File: src/logic/tswt_host_note_placeholder_none.sv
`default_nettype none
`default_nettype wire

File: src/logic/tswt_pkg.sv
`default_nettype none
package tswt_pkg;
  // ****************************************
  // Watchdog register map
  // ****************************************
  localparam int WDT_CNT_W = 32;
  localparam int WDT_ADDR_W = 12;
  localparam logic [11:0] WDT_OFS_LOAD = 12'h000;
  localparam logic [11:0] WDT_OFS_VALUE = 12'h004;
  localparam logic [11:0] WDT_OFS_CTL = 12'h008;
  localparam logic [11:0] WDT_OFS_ICR = 12'h00c;
  localparam logic [11:0] WDT_OFS_RIS = 12'h010;
  localparam logic [11:0] WDT_OFS_MIS = 12'h014;
  localparam logic [11:0] WDT_OFS_LOCK = 12'hc00;
  localparam logic [31:0] WDT_UNLOCK_KEY = 32'h1acce551;
  localparam logic [31:0] WDT_LOAD_RST = 32'hffffffff;
  localparam logic WDT_CTL_RST = 1'h0;
  localparam logic WDT_RIS_RST = 1'h0;
  localparam logic WDT_LOCK_RST = 1'h0;
  localparam int WDT_CTL_INTERRUPT_ENABLE_BIT_BIT = 0;
  localparam int WDT_CTL_RESET_OUTPUT_ENABLE_BIT = 1;
  localparam int WDT_RIS_BIT = 0;
  localparam int WDT_LOCK_BIT = 0;

  // ****************************************
  // Controller register map
  // ****************************************
  localparam int HST_ADDR_W = 5;
  localparam logic [4:0] HST_OFS_GATE = 5'h00;
  localparam logic [4:0] HST_OFS_ADDR = 5'h04;
  localparam logic [4:0] HST_OFS_DATA = 5'h08;
  localparam logic [4:0] HST_OFS_GO = 5'h0c;
  localparam logic [4:0] HST_OFS_RESULT = 5'h10;
  localparam logic [4:0] HST_OFS_STAT = 5'h14;
  localparam logic [4:0] HST_OFS_MASK = 5'h18;
  localparam int HST_GATE_BIT = 0;
  localparam int HST_GO_WRITE_BIT = 0;
  localparam int HST_STAT_W = 3;
  localparam int HST_STAT_NMI = 0;
  localparam int HST_STAT_RST = 1;
  localparam int HST_STAT_REFUSED = 2;
  localparam logic [2:0] HST_STAT_RST_VAL = 3'h0;
endpackage : tswt_pkg
`default_nettype wire

File: src/logic/tswt_link_if.sv
`default_nettype none
interface tswt_link_if;
  logic [11:0] regAddr;
  logic [31:0] regWdata;
  logic regWr;
  logic regRd;
  logic [31:0] regRdata;
  logic periphClkEn;
  logic nmiReq;
  logic sysResetReq;

  modport device (
    input regAddr, regWdata, regWr, regRd, periphClkEn,
    output regRdata, nmiReq, sysResetReq
  );
  modport host (
    output regAddr, regWdata, regWr, regRd, periphClkEn,
    input regRdata, nmiReq, sysResetReq
  );
endinterface : tswt_link_if
`default_nettype wire

File: src/logic/tswt_device.sv
`default_nettype none
// Summary of operation
// - Enabled 32-bit counter decrements, zero is time-out
// - Enabling counter also enables non-maskable interrupt
// - After first time-out reload and keep counting
// - Second zero with interrupt pending asserts reset
// - Cleared interrupt: reload and resume, no reset
// - Load write while counting loads counter immediately
// - Non-zero load write leaves pending interrupt unchanged
// - Only interrupt clear write clears interrupt
// - Interrupt and reset separately enabled, reset additional
// - Enabling interrupt preloads counter from load value
// - Interrupt enable starts watchdog, locks control
// - Any lock write except the key locks load, control and clear
// - Only the key value unlocks registers
// - Software order: load, reset enable, interrupt enable
// - Software enables peripheral clock before any access
// - Writing zero load raises interrupt at once
// - Control writes ignored after enable until reset
// - Clear write clears interrupt and reloads counter
module tswt_device
  import tswt_pkg::*;
#(
  parameter int CNT_W = WDT_CNT_W
) (
  // Clock and reset
  input wire logic mclk,
  input wire logic sys_rst,
  // Link to the controller
  tswt_link_if.device link,
  // Observation
  output logic [31:0] countValue,
  output logic timeoutPulse
);

  // ****************************************
  // Elaboration checks
  // ****************************************
  if (CNT_W < 2 || CNT_W > 32) begin : gBadWidth
    $error("tswt_device: CNT_W must lie in 2..32");
  end

  // ****************************************
  // State
  // ****************************************
  logic [CNT_W-1:0] loadReg;
  logic [CNT_W-1:0] countReg;
  logic intEnReg;
  logic resEnReg;
  logic risReg;
  logic lockedReg;
  logic sysResetReg;
  logic timeoutReg;
  logic [31:0] rdataReg;

  // ****************************************
  // Access decode
  // ****************************************
  logic wrLoad;
  logic wrCtl;
  logic wrIcr;
  logic wrLock;
  logic intEnSet;
  logic running;
  logic reloadNow;
  logic timeoutHit;
  logic zeroLoad;
  logic [CNT_W-1:0] wdataCnt;

  assign wdataCnt = link.regWdata[CNT_W-1:0];
  // Lock register stays writable, otherwise nothing could unlock
  assign wrLock = link.regWr && link.regAddr == WDT_OFS_LOCK;
  assign wrLoad = link.regWr && link.regAddr == WDT_OFS_LOAD && !lockedReg;
  assign wrIcr = link.regWr && link.regAddr == WDT_OFS_ICR && !lockedReg;
  // Control writes die once the interrupt is enabled
  assign wrCtl = link.regWr && link.regAddr == WDT_OFS_CTL && !lockedReg
                 && !intEnReg;
  assign intEnSet = wrCtl && link.regWdata[WDT_CTL_INTERRUPT_ENABLE_BIT_BIT];
  assign zeroLoad = wrLoad && wdataCnt == '0;
  assign running = intEnReg && link.periphClkEn;
  assign reloadNow = wrLoad || wrIcr || intEnSet;
  assign timeoutHit = running && countReg == '0 && !reloadNow;

  // ****************************************
  // Lock
  // ****************************************
  always_ff @(posedge mclk) begin
    if (sys_rst) begin
      lockedReg <= WDT_LOCK_RST;
    end else if (wrLock) begin
      lockedReg <= link.regWdata != WDT_UNLOCK_KEY;
    end
  end

  // ****************************************
  // Control
  // ****************************************
  always_ff @(posedge mclk) begin
    if (sys_rst) begin
      intEnReg <= WDT_CTL_RST;
      resEnReg <= WDT_CTL_RST;
    end else if (wrCtl) begin
      intEnReg <= link.regWdata[WDT_CTL_INTERRUPT_ENABLE_BIT_BIT];
      resEnReg <= link.regWdata[WDT_CTL_RESET_OUTPUT_ENABLE_BIT];
    end
  end

  // ****************************************
  // Load value
  // ****************************************
  always_ff @(posedge mclk) begin
    if (sys_rst) begin
      loadReg <= WDT_LOAD_RST[CNT_W-1:0];
    end else if (wrLoad) begin
      loadReg <= wdataCnt;
    end
  end

  // ****************************************
  // Down counter
  // ****************************************
  always_ff @(posedge mclk) begin
    if (sys_rst) begin
      countReg <= WDT_LOAD_RST[CNT_W-1:0];
    end else if (wrLoad) begin
      countReg <= wdataCnt;
    end else if (wrIcr) begin
      countReg <= loadReg;
    end else if (intEnSet) begin
      countReg <= loadReg;
    end else if (running) begin
      if (countReg == '0) begin
        countReg <= loadReg;
      end else begin
        countReg <= countReg - 1'b1;
      end
    end
  end

  // ****************************************
  // Interrupt status
  // ****************************************
  // A zero count in the clearing cycle is no time-out: the clear wins
  always_ff @(posedge mclk) begin
    if (sys_rst) begin
      risReg <= WDT_RIS_RST;
    end else if (timeoutHit || zeroLoad) begin
      risReg <= 1'b1;
    end else if (wrIcr) begin
      risReg <= 1'b0;
    end
  end
  // A non-zero load write reaches none of the branches above
  // so the pending flag stays as it was.

  // ****************************************
  // System reset
  // ****************************************
  // Held until the hardware reset that it causes
  always_ff @(posedge mclk) begin
    if (sys_rst) begin
      sysResetReg <= 1'b0;
    end else if (timeoutHit && risReg && resEnReg) begin
      sysResetReg <= 1'b1;
    end
  end

  always_ff @(posedge mclk) begin
    if (sys_rst) begin
      timeoutReg <= 1'b0;
    end else begin
      timeoutReg <= timeoutHit;
    end
  end

  // ****************************************
  // Read data
  // ****************************************
  // Clear register reads as zero; its value is not defined
  always_ff @(posedge mclk) begin
    if (sys_rst) begin
      rdataReg <= 32'h0;
    end else if (link.regRd) begin
      unique case (link.regAddr)
        WDT_OFS_LOAD: rdataReg <= 32'(loadReg);
        WDT_OFS_VALUE: rdataReg <= 32'(countReg);
        WDT_OFS_CTL: rdataReg <= 32'({resEnReg, intEnReg});
        WDT_OFS_RIS: rdataReg <= 32'(risReg);
        WDT_OFS_MIS: rdataReg <= 32'(risReg && intEnReg);
        WDT_OFS_LOCK: rdataReg <= 32'(lockedReg);
        default: rdataReg <= 32'h0;
      endcase
    end else begin
      rdataReg <= 32'h0;
    end
  end

  // ****************************************
  // Outputs
  // ****************************************
  assign link.regRdata = rdataReg;
  assign link.nmiReq = risReg && intEnReg;
  assign link.sysResetReq = sysResetReg;
  assign countValue = 32'(countReg);
  assign timeoutPulse = timeoutReg;

endmodule : tswt_device
`default_nettype wire

File: src/flat_wrapper.sv
// flat-port wrapper written by rule: the top's interface ports become plain ports
module tswt_device_flat import tswt_pkg::*;
#(
  parameter int CNT_W = WDT_CNT_W
)
  (mclk, sys_rst, countValue, timeoutPulse, link_regAddr, link_regWdata, link_regWr, link_regRd, link_periphClkEn, link_regRdata, link_nmiReq, link_sysResetReq);
  tswt_link_if link_i ();
  input wire logic mclk;
  input wire logic sys_rst;
  output logic [31:0] countValue;
  output logic timeoutPulse;
  input wire logic [$bits(link_i.regAddr)-1:0] link_regAddr;
  input wire logic [$bits(link_i.regWdata)-1:0] link_regWdata;
  input wire logic [$bits(link_i.regWr)-1:0] link_regWr;
  input wire logic [$bits(link_i.regRd)-1:0] link_regRd;
  input wire logic [$bits(link_i.periphClkEn)-1:0] link_periphClkEn;
  output wire logic [$bits(link_i.regRdata)-1:0] link_regRdata;
  output wire logic [$bits(link_i.nmiReq)-1:0] link_nmiReq;
  output wire logic [$bits(link_i.sysResetReq)-1:0] link_sysResetReq;
  assign link_i.regAddr = link_regAddr;
  assign link_i.regWdata = link_regWdata;
  assign link_i.regWr = link_regWr;
  assign link_i.regRd = link_regRd;
  assign link_i.periphClkEn = link_periphClkEn;
  assign link_regRdata = link_i.regRdata;
  assign link_nmiReq = link_i.nmiReq;
  assign link_sysResetReq = link_i.sysResetReq;
  tswt_device #(.CNT_W(CNT_W)) u_core (.mclk(mclk), .sys_rst(sys_rst), .link(link_i), .countValue(countValue), .timeoutPulse(timeoutPulse));
endmodule
File: config.mk
export PLATFORM = sky130hd
export DESIGN_NAME = tswt_device_flat
export DESIGN_NICKNAME = d
export VERILOG_FILES = /design/src/logic/tswt_host_note_placeholder_none.sv /design/src/logic/tswt_pkg.sv /design/src/logic/tswt_link_if.sv /design/src/logic/tswt_device.sv /design/src/flat_wrapper.sv
export SDC_FILE = /design/constraint.sdc
export NUM_CORES = 1
export LEC_CHECK = 0
export BUFFER_PORTS_ARGS = -buffer_cell sky130_fd_sc_hd__buf_2
export CAP_MARGIN = 20
export CORE_MARGIN = 2
export CORE_UTILIZATION = 35
export CTS_CLUSTER_SIZE = 10
export DETAILED_ROUTE_END_ITERATION = 8
export GPL_ROUTABILITY_DRIVEN = 0
export MAX_ROUTING_LAYER = met4
export PLACE_DENSITY = 0.52
export SETUP_SLACK_MARGIN = 0.05
export SYNTH_ARGS = -nofsm -noshare
export SYNTH_HDL_FRONTEND = slang
export SYNTH_SLANG_ARGS = --single-unit
File: constraint.sdc
create_clock -name mclk -period 3.4 [get_ports mclk]
set_input_delay 0.17 -clock mclk [delete_from_list [all_inputs] [get_ports mclk]]
set_output_delay 0.17 -clock mclk [all_outputs]
set_load 0.01 [all_outputs]
Word-level counts from Yosys, hierarchy flattened
Index checks and enable logic that the tools add are counted.
{ "word_totals": {"output_inout_bits": 67, "in_bits": 49, "ff_bits": 102} }
{ "classes": {"reduce_logical": 28, "muxes": 8, "n_bitwise": 1, "addsub": 1, "eq_ne": 7} }
{ "op_table": {"columns": ["cell", "n"], "rows": [
  ["case mux 32 bit (6 select lines)", 1],
  ["two-way mux 32 bit", 5],
  ["zero test 32 bit", 2],
  ["!= test 32 x 29 -> 1 bit, second input constant", 1],
  ["subtractor 32 x 1 -> 32 bit, second input constant", 1],
  ["== test 12 x 4 -> 1 bit, second input constant", 2],
  ["== test 12 x 5 -> 1 bit, second input constant", 2],
  ["logical AND 1 bit", 16],
  ["== test 12 bit, second input constant", 1],
  ["== test 12 x 3 -> 1 bit, second input constant", 1],
  ["zero test 12 bit", 1],
  ["nonzero test 4 bit", 1],
  ["zero test 1 bit", 3],
  ["logical OR 1 bit", 3],
  ["two-way mux 1 bit", 2],
  ["nonzero test 2 bit", 1],
  ["OR reduction 2 bit", 1],
  ["NOT 1 bit", 1]
]} }

Depth between registers and ports, before layout
Gate-level depths: netlist (run 1).
{ "logic_depth": {"depth_word": 10, "mapped_depth": 10, "ltp_nobuf": 8} }

Least setup slack after synthesis (run 1)
No wires, ideal clock.
{ "synth_path": {"path_kind": "register to register", "start": "register u_core.countReg[0] (netlist: u_core.countValue[0])", "end": "register u_core.countReg[21] (netlist: u_core.countValue[21])", "setup_slack_ps": 988, "arrival_ps": 2290, "required_ps": 3278, "path_stages_with_launch": 10, "period_less_slack_ps": 2412, "n_path_buf": 1, "path_cell_list": "dfxtp_1 > inv_1 > ha_1 > nor4b_1 > nand3_1 > or4_1 > buf_2 > nand2_2 > o21ai_0 > a221o_1"} }
{ "synth_between": {"elab_chain_len": 6, "word_cells_on_any_way": 7, "classes_between": "add/sub (1); mux (5); reduce/logical (1)"} }
{ "synth_lines": {"columns": ["element", "line_no", "text"], "rows": [
  ["from (decl)", "tswt_device.sv:47", "logic [CNT_W-1:0] countReg;"],
  ["from (signal assigned)", "tswt_device.sv:124", "countReg <= WDT_LOAD_RST[CNT_W-1:0];"],
  ["from (signal assigned)", "tswt_device.sv:126", "countReg <= wdataCnt;"],
  ["from (signal assigned)", "tswt_device.sv:128", "countReg <= loadReg;"],
  ["subtractor 32 x 1 -> 32 bit or zero test 32 bit (tied branches)", "tswt_device.sv:135, tswt_device.sv:132", null],
  ["two-way mux 32 bit *", "tswt_device.sv:132", "if (countReg == '0) begin"],
  ["two-way mux 32 bit *", "tswt_device.sv:131", "end else if (running) begin"],
  ["two-way mux 32 bit *", "tswt_device.sv:129", "end else if (intEnSet) begin"],
  ["two-way mux 32 bit *", "tswt_device.sv:127", "end else if (wrIcr) begin"],
  ["two-way mux 32 bit *", "tswt_device.sv:125", "end else if (wrLoad) begin"]
]} }
Every way passes the cells marked *; elsewhere a longest branch is shown, timed or not. The select of a mux whose other input is x is not followed.
A chain may end at the register's enable or synchronous reset.

Worst setup path in the final report (run 1)
{ "layout_path": {"start": "register u_core.countReg[8] (netlist: u_core.countValue[8])", "end": "register u_core.countReg[15] (netlist: u_core.countValue[15])"} }
Same word-level chain as after synthesis.

==> results.py, run 1 <==
metrics = {
    "worst_setup_path": {
        "timing.critical_path.max_delay_family": "simple AND/OR/NAND/NOR gates",
        "wp_depth": 6,
        "critical_path_peak_fanout": 15,
        "cp_num_buf_inv": 0,
        "critical_path_required_ns": 3.68,
        "worst_setup_path_end_kind": "flip-flop",
        "cpPeakStageDelay_ns": 0.63,
        "timing_worst_setup_path_type": "flip-flop to flip-flop",
        "worstSetupStartpointType": "flip-flop",
        "critPathArrivalTime_ns": 3.30,
        "worstRegToRegCells": 6,
        "critPathSlowestCell": "sky130_fd_sc_hd__or4_4",
        "path_cells": "nor4_2 -> nand2_1 -> or4_4 -> a21oi_4 -> a221oi_1 -> o211ai_1",
    },
    "power": {
        "leakagePower_nw": 2.40,
        "ir_worst_vdd_mv": 0.222,
        "p_per_area_nw_per_um2": 385,
        "clock_power_share": 0.463,
        "combinational_power_share": 0.041,
        "power.share.sequential": 0.497,
        "power.share.switching": 0.233,
        "p_sw_mw": 0.560,
        "p_int_mw": 1.84,
    },
    "outcome": {
        "run_status": "completed",
    },
    "drt": {
        "drt-wirelength-per-cell_um": 21.0,
        "vias_per_cell": 5.94,
        "drt_first_pass_iters": 5,
        "drt-total-wl_um": 19400,
        "drt_first_iter_violations": 521,
        "vias": 5498,
        "remaining_routing_drc_violations": 0,
        "postRouteAntennaNets": 0,
    },
    "timing": {
        "timing_worst_slew_pin_value_ns": 1.05,
        "skew_ns": 0.0128,
        "report.final.hold_viol_count": 0,
        "min_period_ns": 3.02,
        "maxClockFrequency_mhz": 331,
        "totalNegativeSetupSlack_ns": 0,
        "setup_violations": 0,
        "slew_headroom": 0.301,
        "grt_setup_unrepaired": "no",
        "post_route_fraction_of_the_period_consumed_by_the_critical_path": 0.888,
        "maxSlewViolCount": 0,
    },
    "synth": {
        "synth_flop_cell": "sky130_fd_sc_hd__dfxtp_1",
        "ys_async_sr_fraction": 0,
        "cell_area_after_technology_mapping_um2": 5160,
        "synth_enable_flop_cells": 0,
        "post_synth_inst_count": 634,
        "syn_area_per_cell_um2": 8.13,
        "postSynthNetCount": 685,
        "synth_seq_cells": 102,
        "synthesis.yosys.warnings": 0,
        "yosysUniqueCellTypes": 68,
        "synth_seq_area_share": 0.396,
    },
    "clock_tree": {
        "numCtsBuffers": 9,
        "holdBufCountCts": 0,
        "clock-sinks": 102,
        "ctsLongestPathBuffers": 2,
        "clockRootBuffer": "sky130_fd_sc_hd__clkbuf_16",
        "tritoncts": "built",
        "number_of_resized_instances_in_the_post_cts_repair_step": 0,
        "worstSkewPairLatency_ns": 0.36,
        "cts_htree_levels": 3,
        "postCtsSetupBuffers": 0,
        "clk_transition_reported_paths_ns": 0.08,
    },
    "die": {
        "floorplan.die.width_um": 125,
        "starting_density_of_the_core": 0.356,
        "core-area_um2": 14500,
        "cell_row_count": 44,
        "io_pins": 116,
        "area_of_the_die_um2": 15700,
        "chip_height_um": 125,
    },
    "placement": {
        "port_buffers": 115,
        "dp_hpwl_um": 13700,
        "place_area_um2": 5930,
    },
    "global_routing": {
        "via_count_of_the_first_global_routing_pass": 5163,
        "antenna_found_initial": 0,
        "grt.overflow.total": 0,
        "pin_count_of_the_biggest_net_entering_global_routing": 39,
        "grt_util_all_layers": 0.250,
        "first_pass_grt_wire_length_um": 29900,
    },
    "worst_hold_path": {
        "worst_hold_path_type": "primary input to flip-flop",
        "min_path_cells": 3,
    },
    "flow_run": {
        "maxCapViolations": 0,
    },
    "cells_and_area": {
        "post_route_cells_drive_above_1_share": 0.229,
        "diodes_inserted": 0,
        "final_area_um2": 6250,
        "total_number_of_nets_in_the_final_design": 787,
        "synthToLayoutAreaGrowth_pct": 21.1,
    },
}
==> layout by cell type (no fill, tap or decap), types with 10 or more instances in the layout <==
cell type,n
sky130_fd_sc_hd__a211o_1,10
sky130_fd_sc_hd__nor3_1,25
sky130_fd_sc_hd__nand2_1,67
sky130_fd_sc_hd__a21oi_1,40
sky130_fd_sc_hd__o21ai_0,26
sky130_fd_sc_hd__a22oi_1,32
sky130_fd_sc_hd__buf_2,115
sky130_fd_sc_hd__buf_4,21
sky130_fd_sc_hd__dfxtp_1,102
sky130_fd_sc_hd__nand4_1,10
sky130_fd_sc_hd__a31oi_1,10
sky130_fd_sc_hd__nor4_1,17
sky130_fd_sc_hd__nor2_1,78
sky130_fd_sc_hd__nand3_1,23
==> per-stage QoR <==
step / hold WS, ns / setup slack [ns] / instances / util / power [mW]
2_1_floorplan: 0.269 / 0.988 / 634 / - / 1.25
3_3_place_gp: 0.418 / 0.523 / 909 / 0.410 / 1.32
3_5_place_dp: 0.429 / 0.457 / 909 / 0.410 / 1.32
4_1_cts: 0.0496 / 0.411 / 925 / 0.431 / 2.42
5_1_grt: 0.0628 / 0.266 / 925 / 0.431 / 2.47
6_report: 0.0473 / 0.381 / 925 / 0.431 / 2.40
==> synth_stat cells, types with 6 or more instances <==
library cell | number | area share
sky130_fd_sc_hd__a211o_1 | 10 | 0.017
sky130_fd_sc_hd__a211oi_1 | 7 | 0.010
sky130_fd_sc_hd__a21oi_1 | 40 | 0.039
sky130_fd_sc_hd__a221oi_1 | 7 | 0.012
sky130_fd_sc_hd__a22oi_1 | 32 | 0.047
sky130_fd_sc_hd__a31oi_1 | 10 | 0.012
sky130_fd_sc_hd__and3_1 | 9 | 0.011
sky130_fd_sc_hd__buf_2 | 7 | 0.0068
sky130_fd_sc_hd__clkbuf_1 | 33 | 0.024
sky130_fd_sc_hd__dfxtp_1 | 102 | 0.40
sky130_fd_sc_hd__inv_1 | 7 | 0.0051
sky130_fd_sc_hd__nand2_1 | 67 | 0.049
sky130_fd_sc_hd__nand3_1 | 23 | 0.022
sky130_fd_sc_hd__nand4_1 | 10 | 0.012
sky130_fd_sc_hd__nor2_1 | 78 | 0.057
sky130_fd_sc_hd__nor3_1 | 27 | 0.026
sky130_fd_sc_hd__nor4_1 | 17 | 0.021
sky130_fd_sc_hd__o21ai_0 | 26 | 0.025
sky130_fd_sc_hd__o22ai_1 | 6 | 0.0073
sky130_fd_sc_hd__or3_1 | 7 | 0.0085
sky130_fd_sc_hd__xor2_1 | 9 | 0.015
==> final cells by class <==
class,instances,area [um2]
multi-input combinational,480,2900
fill,1504,8230
inverter,7,26.3
timing repair buffer,136,733
tap,184,230
clock buffer,11,253
sequential,102,2040
clock inverter,5,63.8
==> flip-flops by register name (all words and copies together), names as in the netlist <==
signal / cells
u_core.timeoutPulse: 1
u_core.loadReg: 32
u_core.resEnReg: 1
u_core.link.regRdata: 32
u_core.lockedReg: 1
u_core.intEnReg: 1
u_core.risReg: 1
u_core.link.sysResetReq: 1
u_core.countValue: 32
==> path summary, 6_finish.rpt <==
check	start	slack [ns]	endpoint
setup / recovery	u_core.countValue[8]$_SDFFE_PP1P_	0.38	u_core.countValue[15]$_SDFFE_PP1P_
hold / removal	link_regWdata[17]	0.05	u_core.loadReg[17]$_SDFFE_PP1P_
setup reg to reg	u_core.countValue[8]$_SDFFE_PP1P_	0.38	u_core.countValue[15]$_SDFFE_PP1P_
hold reg to reg	u_core.loadReg[0]$_SDFFE_PP1P_	0.45	u_core.loadReg[0]$_SDFFE_PP1P_
==> routing by layer <==
| layer | vias up | wire length [um] | global-route usage |
|---|---|---|---|
| li1 | 2579 | - | - |
| met5 | - | 0 | - |
| met4 | 0 | 408 | 0.0804 |
| met1 | 2632 | 8760 | 0.338 |
| met3 | 33 | 1500 | 0.0509 |
| met2 | 254 | 8720 | 0.377 |
==> power by group through the flow <==
stage	combinational, mW	clock (mW)	sequential, mW
3_3_place_gp	0.0958	0	1.22
2_1_floorplan	0.0323	0	1.22
3_5_place_dp	0.0967	0	1.22
6_report	0.0985	1.11	1.19
4_1_cts	0.0970	1.13	1.19
5_1_grt	0.105	1.17	1.19
==> worst min-delay path, stage by stage <==
cell and delay (ns):
sky130_fd_sc_hd__buf_2 0.09, sky130_fd_sc_hd__nand2_1 0.07, sky130_fd_sc_hd__nand2_1 0.05
==> cell families after synthesis <==
group	count (synthesis)	synth area share
and+or+nand+nor	276	0.274
buffers and inverters	52	0.0439
adders and majority gates	2	0.00485
muxes	6	0.0119
AOI/OAI and AO/OA	183	0.247
DFF	102	0.396
xor gates and xnor gates	13	0.0221
No activity file was read; power rests on OpenSTA's default activity.
==> run 2: changes to the inputs <==
--- a/config.mk
+++ b/config.mk
@@ -8,12 +8,12 @@
 export BUFFER_PORTS_ARGS = -buffer_cell sky130_fd_sc_hd__buf_2
 export CAP_MARGIN = 20
 export CORE_MARGIN = 2
-export CORE_UTILIZATION = 35
+export CORE_UTILIZATION = 54
 export CTS_CLUSTER_SIZE = 10
 export DETAILED_ROUTE_END_ITERATION = 8
 export GPL_ROUTABILITY_DRIVEN = 0
 export MAX_ROUTING_LAYER = met4
-export PLACE_DENSITY = 0.52
+export PLACE_DENSITY = 0.76
 export SETUP_SLACK_MARGIN = 0.05
 export SYNTH_ARGS = -nofsm -noshare
 export SYNTH_HDL_FRONTEND = slang
==> run 2 against run 1 <==
Clock-buffer cell count fell by 1. Setup slack improved by 0.012 ns. Cell count fell by 5.8%. Global-route usage grew 10 points. Critical endpoint is now u_core.countValue[21]$_SDFFE_PP1P_. Flip-flop and latch count unchanged. Clock power fell by 33%. Sequential share of layout area increased by 1.0 points. Clock skew is essentially flat. Critical path depth is 2 higher.
==> results.py, run 2 (synthesis results as in run 1) <==
metrics = {
    "outcome": {
        "run_status": "completed",
    },
    "drt": {
        "drt-total-wl_um": 17500,
        "remaining_routing_drc_violations": 0,
        "drt-wirelength-per-cell_um": 20.1,
        "wl_met3_um": 2180,
        "drt_first_pass_iters": 6,
        "postRouteAntennaNets": 0,
        "vias": 5694,
        "vias_per_cell": 6.54,
        "drt_first_iter_violations": 646,
        "met1Wirelength_um": 6770,
        "topRoutingLayerUsed": "met4",
        "dr_wl_met2_um": 7900,
    },
    "placement": {
        "place_inst": 855,
        "port_buffers": 115,
        "dp_hpwl_um": 12300,
    },
    "timing": {
        "setup_violations": 0,
        "grt_setup_unrepaired": "no",
        "maxClockFrequency_mhz": 333,
        "totalNegativeSetupSlack_ns": 0,
        "maxSlewViolCount": 0,
        "post_route_fraction_of_the_period_consumed_by_the_critical_path": 0.884,
        "skew_ns": 0.0125,
        "slew_headroom": 0.224,
        "min_period_ns": 3.01,
        "timing_worst_slew_pin_value_ns": 1.16,
        "report.final.hold_viol_count": 0,
    },
    "clock_tree": {
        "number_of_resized_instances_in_the_post_cts_repair_step": 0,
        "ctsLongestPathBuffers": 2,
        "worstSkewPairLatency_ns": 0.37,
        "numCtsBuffers": 9,
        "clock-sinks": 102,
        "cts_htree_levels": 3,
        "clockRootBuffer": "sky130_fd_sc_hd__clkbuf_8",
        "clk_transition_reported_paths_ns": 0.10,
        "postCtsSetupBuffers": 0,
        "tritoncts": "built",
        "holdBufCountCts": 0,
    },
    "power": {
        "power.share.sequential": 0.588,
        "ir_worst_vdd_mv": 0.330,
        "p_sw_mw": 0.507,
        "power.share.switching": 0.250,
        "combinational_power_share": 0.047,
        "leakagePower_nw": 2.35,
        "clock_power_share": 0.365,
        "p_int_mw": 1.52,
        "p_per_area_nw_per_um2": 335,
    },
    "worst_setup_path": {
        "worstSetupStartpointType": "flip-flop",
        "critical_path_peak_fanout": 8,
        "timing_worst_setup_path_type": "flip-flop to flip-flop",
        "worst_setup_path_end_kind": "flip-flop",
        "critical_path_required_ns": 3.66,
        "reg2reg_slack_ns": 0.39,
        "critPathArrivalTime_ns": 3.27,
    },
    "worst_hold_path": {
        "worst_hold_path_type": "primary input to flip-flop",
    },
    "global_routing": {
        "via_count_of_the_first_global_routing_pass": 5162,
        "first_pass_grt_wire_length_um": 27100,
        "antenna_found_initial": 0,
        "pin_count_of_the_biggest_net_entering_global_routing": 39,
        "grt.overflow.total": 0,
        "grt_util_all_layers": 0.350,
    },
    "die": {
        "cell_row_count": 35,
        "core-area_um2": 9240,
        "floorplan.die.width_um": 102,
        "starting_density_of_the_core": 0.558,
        "io_pins": 116,
        "chip_height_um": 102,
        "area_of_the_die_um2": 10300,
    },
    "flow_run": {
        "maxCapViolations": 0,
    },
    "cells_and_area": {
        "sequential_cell_area_um2": 2040,
        "total_number_of_nets_in_the_final_design": 788,
        "mostFrequentLayoutCell": "sky130_fd_sc_hd__buf_2",
        "commonest_non_fill_non_tap_cells_in_the_layout": "sky130_fd_sc_hd__buf_2, sky130_fd_sc_hd__dfxtp_1, sky130_fd_sc_hd__nor2_1",
        "layoutNonFillerInstCount": 871,
        "multi_input_comb_area_um2": 2900,
        "post_route_cells_drive_above_1_share": 0.230,
        "diodes_inserted": 0,
        "synthToLayoutAreaGrowth_pct": 17.5,
        "fill_cells": 822,
    },
}
==> run 2: cell count changes in the layout (fill, tap and decap cells not counted) <==
cell / before / now
sky130_fd_sc_hd__clkbuf_16: 9 / 0
sky130_fd_sc_hd__clkbuf_8: 2 / 10
sky130_fd_sc_hd__clkinv_4: 1 / 3
sky130_fd_sc_hd__buf_4: 21 / 22
sky130_fd_sc_hd__bufinv_16: 1 / 0
sky130_fd_sc_hd__inv_6: 2 / 1
sky130_fd_sc_hd__inv_8: 0 / 1
==> run 2: layout make-up <==
type	count	area share
Clock inverter	6	0.00888
Clock buffer	10	0.0227
Inverter	7	0.00434
Timing Repair Buffer	137	0.122
Multi-Input combinational cell	480	0.478
Sequential cell	102	0.337
Tap cell	129	0.0266
==> run 2: path summary, 6_finish.rpt <==
| path | cells past startpoint | endpoint | startpoint |
|---|---|---|---|
| setup / recovery | 8 | u_core.countValue[21]$_SDFFE_PP1P_ | u_core.countValue[0]$_SDFFE_PP1P_ |
| hold reg to reg | 2 | u_core.loadReg[25]$_SDFFE_PP1P_ | u_core.loadReg[25]$_SDFFE_PP1P_ |
| hold / removal | 3 | u_core.loadReg[17]$_SDFFE_PP1P_ | link_regWdata[17] |
| setup reg to reg | 8 | u_core.countValue[21]$_SDFFE_PP1P_ | u_core.countValue[0]$_SDFFE_PP1P_ |
==> run 2: power by group through the flow <==
stage / sequential (mW) / clock [mW] / combinational [mW]
after floorplan: 1.22 / 0 / 0.0323
after global placement: 1.22 / 0 / 0.0899
after detailed placement: 1.22 / 0 / 0.0913
after CTS: 1.19 / 0.750 / 0.0919
after global routing: 1.19 / 0.790 / 0.101
final: 1.19 / 0.742 / 0.0955
==> run 2: per-stage QoR <==
step	setup WS, ns	utilization	hold slack, ns	total power, mW	instance area (um2)
after floorplan	0.988	-	0.269	1.25	5160
after global placement	0.575	0.635	0.413	1.31	5870
after detailed placement	0.505	0.635	0.420	1.31	5870
after CTS	0.486	0.656	0.0364	2.04	6060
after global routing	0.326	0.656	0.0463	2.09	6060
final	0.393	0.656	0.0387	2.03	6060
==> run 2: worst max-delay path, stage by stage (launching register included) <==
cell and delay (ns):
sky130_fd_sc_hd__dfxtp_1 0.39, sky130_fd_sc_hd__inv_1 0.11, sky130_fd_sc_hd__ha_1 0.14, sky130_fd_sc_hd__nor4b_1 0.57
sky130_fd_sc_hd__nand3_1 0.26, sky130_fd_sc_hd__or4_1 0.68, sky130_fd_sc_hd__nand2_2 0.23, sky130_fd_sc_hd__o21ai_0 0.12
sky130_fd_sc_hd__a221o_1 0.40
==> run 2: routing by layer <==
metal,vias up,GRT usage
met2,410,0.528
met1,2637,0.444
met3,70,0.0828
met4,0,0.159
met5,-,-
li1,2577,-
